$ cat src/logic/tcs_pkg.sv
// constants for the timer count clock select block
package tcs_pkg;

   // ****************************************
   // register map
   // ****************************************
   localparam logic [7:0] ADDR_CTRL0 = 8'h00;
   localparam logic [7:0] ADDR_CTRL1 = 8'h04;
   localparam logic [7:0] ADDR_CTRL2 = 8'h08;
   localparam logic [7:0] ADDR_CTRL3 = 8'h0C;
   localparam logic [7:0] ADDR_PHASE = 8'h10;
   localparam logic [7:0] ADDR_STATUS = 8'h14;
   localparam int unsigned ADDR_DECODE_W = 8;

   // ****************************************
   // field layout and reset values
   // ****************************************
   localparam int unsigned NUM_CH = 4;
   localparam int unsigned CTRL_W = 8;
   localparam int unsigned SRC_LSB = 0;
   localparam int unsigned SRC_MSB = 2;
   localparam int unsigned EDGE_LSB = 3;
   localparam int unsigned EDGE_MSB = 4;
   localparam logic [7:0] CTRL_RESET = 8'h00;
   localparam logic [7:0] CTRL_MASK_FULL = 8'hFF;
   localparam logic [7:0] CTRL_MASK_CH12 = 8'h7F;
   localparam logic [1:0] PHASE_RESET = 2'h0;
   localparam int unsigned PHASE_CH1_BIT = 0;
   localparam int unsigned PHASE_CH2_BIT = 1;
   localparam logic [1:0] EDGE_RISE = 2'h0;
   localparam logic [1:0] EDGE_FALL = 2'h1;
   localparam int unsigned EDGE_BOTH_BIT = 1;

   // ****************************************
   // prescaler taps
   // ****************************************
   localparam int unsigned PRESCALE_W = 10;
   localparam logic [PRESCALE_W-1:0] PRESCALE_RESET = 10'h000;
   localparam int unsigned NUM_DIV = 5;
   localparam int unsigned TAP_DIV4 = 1;
   localparam int unsigned TAP_DIV16 = 3;
   localparam int unsigned TAP_DIV64 = 5;
   localparam int unsigned TAP_DIV256 = 7;
   localparam int unsigned TAP_DIV1024 = 9;
   localparam int unsigned NUM_EXT = 4;

   // ****************************************
   // count source kinds
   // ****************************************
   typedef enum logic [2:0] {
      SRC_DIV1 = 3'b000,
      SRC_DIV4 = 3'b001,
      SRC_DIV16 = 3'b010,
      SRC_DIV64 = 3'b011,
      SRC_DIV256 = 3'b100,
      SRC_DIV1024 = 3'b101,
      SRC_EXT = 3'b110,
      SRC_CASCADE = 3'b111
   } tcs_src_t;

endpackage

$ cat src/logic/tcs_timer_count_clock_select.sv
// count clock source and edge selection for timer channels 0 to 3
`timescale 1ns/100ps

module tcs_timer_count_clock_select
   import tcs_pkg::*;
(
   // clock, reset, enable
   input wire logic sys_clk,
   input wire logic rst,
   input wire logic ce,
   // ahb-lite slave
   input wire logic hsel,
   input wire logic [31:0] haddr,
   input wire logic [1:0] htrans,
   input wire logic hwrite,
   input wire logic [2:0] hsize,
   input wire logic [31:0] hwdata,
   input wire logic hready,
   output logic hreadyout,
   output logic hresp,
   output logic [31:0] hrdata,
   // count sources
   input wire logic [NUM_EXT-1:0] extCountPin,
   input wire logic channel2WrapPulse,
   // count enables to the channel counters
   output logic [NUM_CH-1:0] countTick
);

   // ****************************************
   // declarations
   // ****************************************
   logic [CTRL_W-1:0] ctrl_reg [NUM_CH];
   logic [CTRL_W-1:0] ctrl_next [NUM_CH];
   logic [1:0] phase_reg;
   logic [1:0] phase_next;
   logic wrPend_reg;
   logic wrPend_next;
   logic [ADDR_DECODE_W-1:0] addr_reg;
   logic [ADDR_DECODE_W-1:0] addr_next;
   logic [31:0] rdata_reg;
   logic [31:0] rdata_next;
   logic [PRESCALE_W-1:0] prescale_reg;
   logic [PRESCALE_W-1:0] prescale_next;
   logic [NUM_DIV-1:0] divPrev_reg;
   logic [NUM_DIV-1:0] divLvl;
   logic [NUM_DIV-1:0] divRise;
   logic [NUM_DIV-1:0] divFall;
   logic [NUM_EXT-1:0] extMeta_reg;
   logic [NUM_EXT-1:0] extSync_reg;
   logic [NUM_EXT-1:0] extPrev_reg;
   logic [NUM_EXT-1:0] extRise;
   logic [NUM_EXT-1:0] extFall;
   logic [NUM_CH-1:0] tick_reg;
   logic [NUM_CH-1:0] tick_next;
   logic take;

   // ****************************************
   // source decode per channel
   // ****************************************
   function automatic logic [4:0] decodeSource(input logic [1:0] ch, input logic [2:0] code);
      tcs_src_t src;
      logic [1:0] pin;
      src = SRC_DIV1;
      pin = 2'h0;
      case (ch)
         2'h0: begin
            if (code[2]) begin
               src = SRC_EXT;
               pin = code[1:0];
            end else begin
               src = tcs_src_t'(code);
            end
         end
         2'h1: begin
            case (code)
               3'h4: src = SRC_EXT;
               3'h5: begin
                  src = SRC_EXT;
                  pin = 2'h1;
               end
               3'h6: src = SRC_DIV256;
               3'h7: src = SRC_CASCADE;
               default: src = tcs_src_t'(code);
            endcase
         end
         2'h2: begin
            case (code)
               3'h4: src = SRC_EXT;
               3'h5: begin
                  src = SRC_EXT;
                  pin = 2'h1;
               end
               3'h6: begin
                  src = SRC_EXT;
                  pin = 2'h2;
               end
               3'h7: src = SRC_DIV1024;
               default: src = tcs_src_t'(code);
            endcase
         end
         default: begin
            case (code)
               3'h4: src = SRC_DIV256;
               3'h5: src = SRC_DIV1024;
               3'h6: src = SRC_EXT;
               3'h7: begin
                  src = SRC_EXT;
                  pin = 2'h1;
               end
               default: src = tcs_src_t'(code);
            endcase
         end
      endcase
      return {src, pin};
   endfunction

   function automatic logic [31:0] readMux(input logic [ADDR_DECODE_W-1:0] a,
                                           input logic [CTRL_W-1:0] c0,
                                           input logic [CTRL_W-1:0] c1,
                                           input logic [CTRL_W-1:0] c2,
                                           input logic [CTRL_W-1:0] c3,
                                           input logic [1:0] ph,
                                           input logic [NUM_EXT-1:0] pins,
                                           input logic [NUM_CH-1:0] ticks);
      logic [31:0] d;
      d = 32'h0000_0000;
      case (a)
         ADDR_CTRL0: d = {24'h00_0000, c0};
         ADDR_CTRL1: d = {24'h00_0000, c1};
         ADDR_CTRL2: d = {24'h00_0000, c2};
         ADDR_CTRL3: d = {24'h00_0000, c3};
         ADDR_PHASE: d = {30'h0000_0000, ph};
         ADDR_STATUS: d = {24'h00_0000, ticks, pins};
         default: d = 32'h0000_0000;
      endcase
      return d;
   endfunction

   // ****************************************
   // bus slave and control registers
   // ****************************************
   assign take = hsel & htrans[1] & hready & ce;

   always_comb begin
      wrPend_next = take & hwrite;
      addr_next = take ? haddr[ADDR_DECODE_W-1:0] : addr_reg;
      phase_next = phase_reg;
      for (int ch = 0; ch < NUM_CH; ch++) begin
         ctrl_next[ch] = ctrl_reg[ch];
      end
      if (wrPend_reg) begin
         case (addr_reg)
            ADDR_CTRL0: ctrl_next[0] = hwdata[7:0] & CTRL_MASK_FULL;
            ADDR_CTRL1: ctrl_next[1] = hwdata[7:0] & CTRL_MASK_CH12;
            ADDR_CTRL2: ctrl_next[2] = hwdata[7:0] & CTRL_MASK_CH12;
            ADDR_CTRL3: ctrl_next[3] = hwdata[7:0] & CTRL_MASK_FULL;
            ADDR_PHASE: phase_next = hwdata[1:0];
            default: phase_next = phase_reg;
         endcase
      end
      rdata_next = rdata_reg;
      if (take && !hwrite) begin
         rdata_next = readMux(haddr[ADDR_DECODE_W-1:0], ctrl_next[0], ctrl_next[1],
                              ctrl_next[2], ctrl_next[3], phase_next, extSync_reg, tick_reg);
      end
   end

   always_ff @(posedge sys_clk or posedge rst) begin
      if (rst) begin
         for (int ch = 0; ch < NUM_CH; ch++) begin
            ctrl_reg[ch] <= CTRL_RESET;
         end
         phase_reg <= PHASE_RESET;
         wrPend_reg <= 1'b0;
         addr_reg <= 8'h00;
         rdata_reg <= 32'h0000_0000;
      end else if (ce) begin
         for (int ch = 0; ch < NUM_CH; ch++) begin
            ctrl_reg[ch] <= ctrl_next[ch];
         end
         phase_reg <= phase_next;
         wrPend_reg <= wrPend_next;
         addr_reg <= addr_next;
         rdata_reg <= rdata_next;
      end
   end

   assign hreadyout = ce;
   assign hresp = 1'b0;
   assign hrdata = rdata_reg;

   // ****************************************
   // prescaler and pin synchronisers
   // ****************************************
   always_comb begin
      prescale_next = prescale_reg + 10'h001;
      divLvl = {prescale_reg[TAP_DIV1024], prescale_reg[TAP_DIV256], prescale_reg[TAP_DIV64],
                prescale_reg[TAP_DIV16], prescale_reg[TAP_DIV4]};
      divRise = divLvl & ~divPrev_reg;
      divFall = ~divLvl & divPrev_reg;
      extRise = extSync_reg & ~extPrev_reg;
      extFall = ~extSync_reg & extPrev_reg;
   end

   always_ff @(posedge sys_clk or posedge rst) begin
      if (rst) begin
         prescale_reg <= PRESCALE_RESET;
         divPrev_reg <= 5'h00;
         extMeta_reg <= 4'h0;
         extSync_reg <= 4'h0;
         extPrev_reg <= 4'h0;
      end else if (ce) begin
         prescale_reg <= prescale_next;
         divPrev_reg <= divLvl;
         extMeta_reg <= extCountPin;
         extSync_reg <= extMeta_reg;
         extPrev_reg <= extSync_reg;
      end
   end

   // ****************************************
   // edge selection and count enables
   // ****************************************
   always_comb begin
      logic [4:0] dec;
      tcs_src_t src;
      logic rise;
      logic fall;
      logic forced;
      logic [1:0] edgeSel;
      dec = 5'h00;
      src = SRC_DIV1;
      rise = 1'b0;
      fall = 1'b0;
      forced = 1'b0;
      edgeSel = EDGE_RISE;
      tick_next = 4'h0;
      for (int ch = 0; ch < NUM_CH; ch++) begin
         dec = decodeSource(2'(ch), ctrl_reg[ch][SRC_MSB:SRC_LSB]);
         src = tcs_src_t'(dec[4:2]);
         edgeSel = ctrl_reg[ch][EDGE_MSB:EDGE_LSB];
         case (src)
            SRC_DIV1: begin
               rise = 1'b1;
               fall = 1'b0;
               forced = 1'b1;
            end
            SRC_EXT: begin
               rise = extRise[dec[1:0]];
               fall = extFall[dec[1:0]];
               forced = 1'b0;
            end
            SRC_CASCADE: begin
               rise = channel2WrapPulse;
               fall = 1'b0;
               forced = 1'b1;
            end
            default: begin
               rise = divRise[3'(src) - 3'h1];
               fall = divFall[3'(src) - 3'h1];
               forced = 1'b0;
            end
         endcase
         if (forced || edgeSel == EDGE_RISE) begin
            tick_next[ch] = rise;
         end else if (edgeSel == EDGE_FALL) begin
            tick_next[ch] = fall;
         end else if (edgeSel[EDGE_BOTH_BIT]) begin
            tick_next[ch] = rise | fall;
         end else begin
            tick_next[ch] = rise;
         end
      end
      if (phase_reg[PHASE_CH1_BIT]) begin
         tick_next[1] = 1'b0;
      end
      if (phase_reg[PHASE_CH2_BIT]) begin
         tick_next[2] = 1'b0;
      end
   end

   always_ff @(posedge sys_clk or posedge rst) begin
      if (rst) begin
         tick_reg <= 4'h0;
      end else if (ce) begin
         tick_reg <= tick_next;
      end
   end

   assign countTick = tick_reg;

endmodule

$ cat config.mk
export PLATFORM = sky130hd
export DESIGN_NAME = tcs_timer_count_clock_select
export DESIGN_NICKNAME = d
export VERILOG_FILES = /design/src/logic/tcs_pkg.sv /design/src/logic/tcs_timer_count_clock_select.sv
export SDC_FILE = /design/constraint.sdc
export NUM_CORES = 1
export LEC_CHECK = 0
export ABC_AREA = 1
export BUFFER_PORTS_ARGS = -buffer_cell sky130_fd_sc_hd__buf_2
export CAP_MARGIN = 30
export CORE_ASPECT_RATIO = 2
export CORE_MARGIN = 5
export CORE_UTILIZATION = 59
export CTS_BUF_LIST = sky130_fd_sc_hd__clkbuf_4 sky130_fd_sc_hd__clkbuf_8 sky130_fd_sc_hd__clkbuf_16
export DETAILED_ROUTE_END_ITERATION = 16
export HOLD_SLACK_MARGIN = 0.06
export PLACE_DENSITY = 0.86
export SLEW_MARGIN = 20
export SYNTH_ARGS = -nofsm -noshare
export SYNTH_HDL_FRONTEND = slang
export SYNTH_SLANG_ARGS = --single-unit
$ cat constraint.sdc
create_clock -name sys_clk -period 5.6 [get_ports sys_clk]
set_clock_uncertainty 0.15 [all_clocks]
set_input_delay 0.84 -clock sys_clk [delete_from_list [all_inputs] [get_ports sys_clk]]
set_output_delay 0.84 -clock sys_clk [all_outputs]
set_load 0.01 [all_outputs]
==> results_dict.tcl <==
set metrics [dict create \
    synth_area_per_cell_um2 7.01 \
    crit_buf_inv 3 \
    die_width_um 77.3 \
    synth_top_cell_by_area "dfrtp_1" \
    io_pins 118 \
    worstSetupStartpoint "ce" \
    critPathCaptureType "primary output" \
    r2r-start "ctrl_reg[8]" \
    port_buffers 40 \
    peakVddDrop_mv 0.252 \
    clockBufferDepth 2 \
    crit_required_ns 4.61 \
    max_cap_violations 0 \
    antenna_cells 0 \
    first_pass_iters 5 \
    slew_violations 0 \
    path_delay_family "buffers and inverters" \
    largest_reg_flops 32 \
    post-dp-hpwl_um 11100 \
    synth_area_leaders "dfrtp_1, nand2_1, o21ai_0" \
    hold_end "hrdata[4]" \
    ys_warn_count 0 \
    rsz0062_at_grt "no" \
    whs_path_depth 2 \
    worst_path_largest_cell_delay_ns 0.37 \
    ys_types 36 \
    setup_ws_ns 3.06 \
    die_area_um2 11200 \
    ys.flop_type "dfrtp_1" \
    hp-start "hrdata[4]" \
    layout-drive-gt1-share_pct 11.7 \
    htreeDepth 3 \
    yosys.area.top_type_share_pct 38.4 \
    core-area_um2 8950 \
    vias_per_cell 5.77 \
    dp_slack_ns 2.81 \
    synthCells 761 \
    period_minus_slack_ns 2.54 \
    max_freq_ghz 0.394 \
    fin_crit_sh_pct 45.4 \
    dpl-instance-area_um2 5480 \
    antenna_found_initial 0 \
    grt_pass1_wl_um 23500 \
    async_reset_ff_share_pct 100 \
    slowest_stage "buf_4" \
    nets 880 \
    rr_worst_depth 12 \
    clkTransAtPathRegs_ns 0.06 \
    cts_tree "yes" \
    wire_per_inst_um 16.3 \
    grtUsageTotal_pct 26.6 \
    dp_cells 883 \
    hold_buffers 0 \
    slew_headroom_pct 51.6 \
    r2r_end "countTick[2]" \
    final-setup-viol-count 0 \
    dr.first_iter.drc_count 563 \
    critPathMaxFanout 44 \
    cts_setup_buffers 0 \
    crit_type "input pin to primary output" \
    worstMarginPinSlew_ns 0.724 \
    root_buffer "clkbuf_16" \
    hold_viol_final 0 \
    synth_edf_count 0 \
    wl_um 14600 \
    final_cell_area_um2 5750 \
    r2r_slack_ns 3.22 \
    ant_nets 0 \
    cp_common_cell "buf_2" \
    fin_cells 898 \
    p_leak_nw 2.98 \
    initial_core_util_pct 59.6 \
    fin_setup_tns_ns 0 \
    pwr_density_cell_nw_per_um2 306 \
    status "complete, no violations" \
    syn-cell-area_um2 5340 \
    startpoint_type "input pin" \
    numCtsBuffers 9 \
    overflow 0 \
    rows 49 \
    grt_max_degree 47 \
    worstPathCellList "buf_2 > buf_4 > buf_2" \
    synth_seq_cells 82 \
    area_growth_pct 7.76 \
    hold_path.class "flop to flop" \
    drc 0 \
    yosysSeqAreaShare_pct 38.4 \
    clk_latency_ns 0.34 \
    cts.sinks 82 \
    cts_resized 0 \
    nFillCells 835 \
    vias 5183 \
    place.gp.congestion 0.983 \
    die_h_um 145 \
    arrival_ns 1.55 \
    grt_pass1_vias 4940 \
]
how the worst max path moves through the flow:
stage | endpoint | slack (ns) | depth (start not counted)
6_report | hreadyout | 3.06 | 3
5_1_grt | hrdata[0] | 2.98 | 6
4_1_cts | hreadyout | 3.06 | 3
3_5_place_dp | hrdata[0] | 2.81 | 6
3_3_place_gp | hrdata[6] | 2.87 | 6
2_1_floorplan | addr_reg[0] | 2.50 | 1
per-layer routing:
layer,track usage (%),wire length (um),up-vias
met5,0,0,-
met4,20.6,1150,0
met3,4.68,879,82
met2,46.8,7600,240
met1,27.4,5020,2395
li1,-,-,2466
cells by family after synthesis:
kind of cell | share of synthesized area [%]
AO/OA/AOI/OAI | 13.7
buffers and inverters | 12.1
other | 0.0703
adder cells (fa/ha/maj) | 1.88
flip-flops | 38.4
AND/OR/NAND/NOR | 32.4
XOR/XNOR | 1.31
power breakdown:
group	leakage, nW	internal [mW]	switching, mW
logic	1.78	0.143	0.290
clock network	0.140	0.325	0.233
registers	1.06	0.678	0.0906
total	2.98	1.15	0.614
cell usage after synthesis, drive strengths merged, types with 3 or more instances:
cell / number
ha: 8
buf: 35
nand4: 13
nor3: 6
o21ai: 92
nand2: 251
dfrtp: 82
nand3: 67
nor2: 50
o211ai: 18
xor2: 6
a21oi: 15
or2: 3
clkbuf: 12
inv: 92
placed cells by master, fill, tap and decap left out, drive strengths merged, types with 2 or more instances in the layout:
cell	synthesis	routed
nand2	251	251
o21ai	92	92
inv	92	91
dfrtp	82	82
nand3	67	67
nor2	50	50
buf	35	43
conb	1	25
o211ai	18	18
a21oi	15	15
nand4	13	13
clkbuf	12	13
ha	8	8
xor2	6	6
nor3	6	6
clkinv	0	3
or2	3	3
o21bai	2	2
xnor2	2	2
through the flow:
stage               utilization [%]  hold WS [ns]  power [mW]
floorplan                         -         0.292        1.09
global placement               61.2         0.307        1.18
detailed placement             61.2         0.310        1.20
CTS                            64.3         0.325        1.76
global route                   64.3         0.343        1.87
finish                         64.3         0.322        1.76
worst reg2reg max path, delay by kind of cell (launching register included):
| kind | cells | cell delay (ns) |
|---|---|---|
| and+or+nand+nor | 6 | 0.59 |
| AOI/OAI and AO/OA | 3 | 0.54 |
| DFF | 1 | 0.46 |
| adders and majority gates | 1 | 0.40 |
| buffers and inverters | 2 | 0.18 |
cell type report:
cell class,instances,area (um^2),share of cell area [%]
sequential,82,2050,35.7
tap,102,128,2.22
clock inverter,2,13.8,0.239
timing repair buffer,43,223,3.87
multi-input combinational,564,2730,47.4
clock buffer,13,262,4.55
inverter,92,347,6.03
Note: power is estimated with default switching activity, not from simulation.
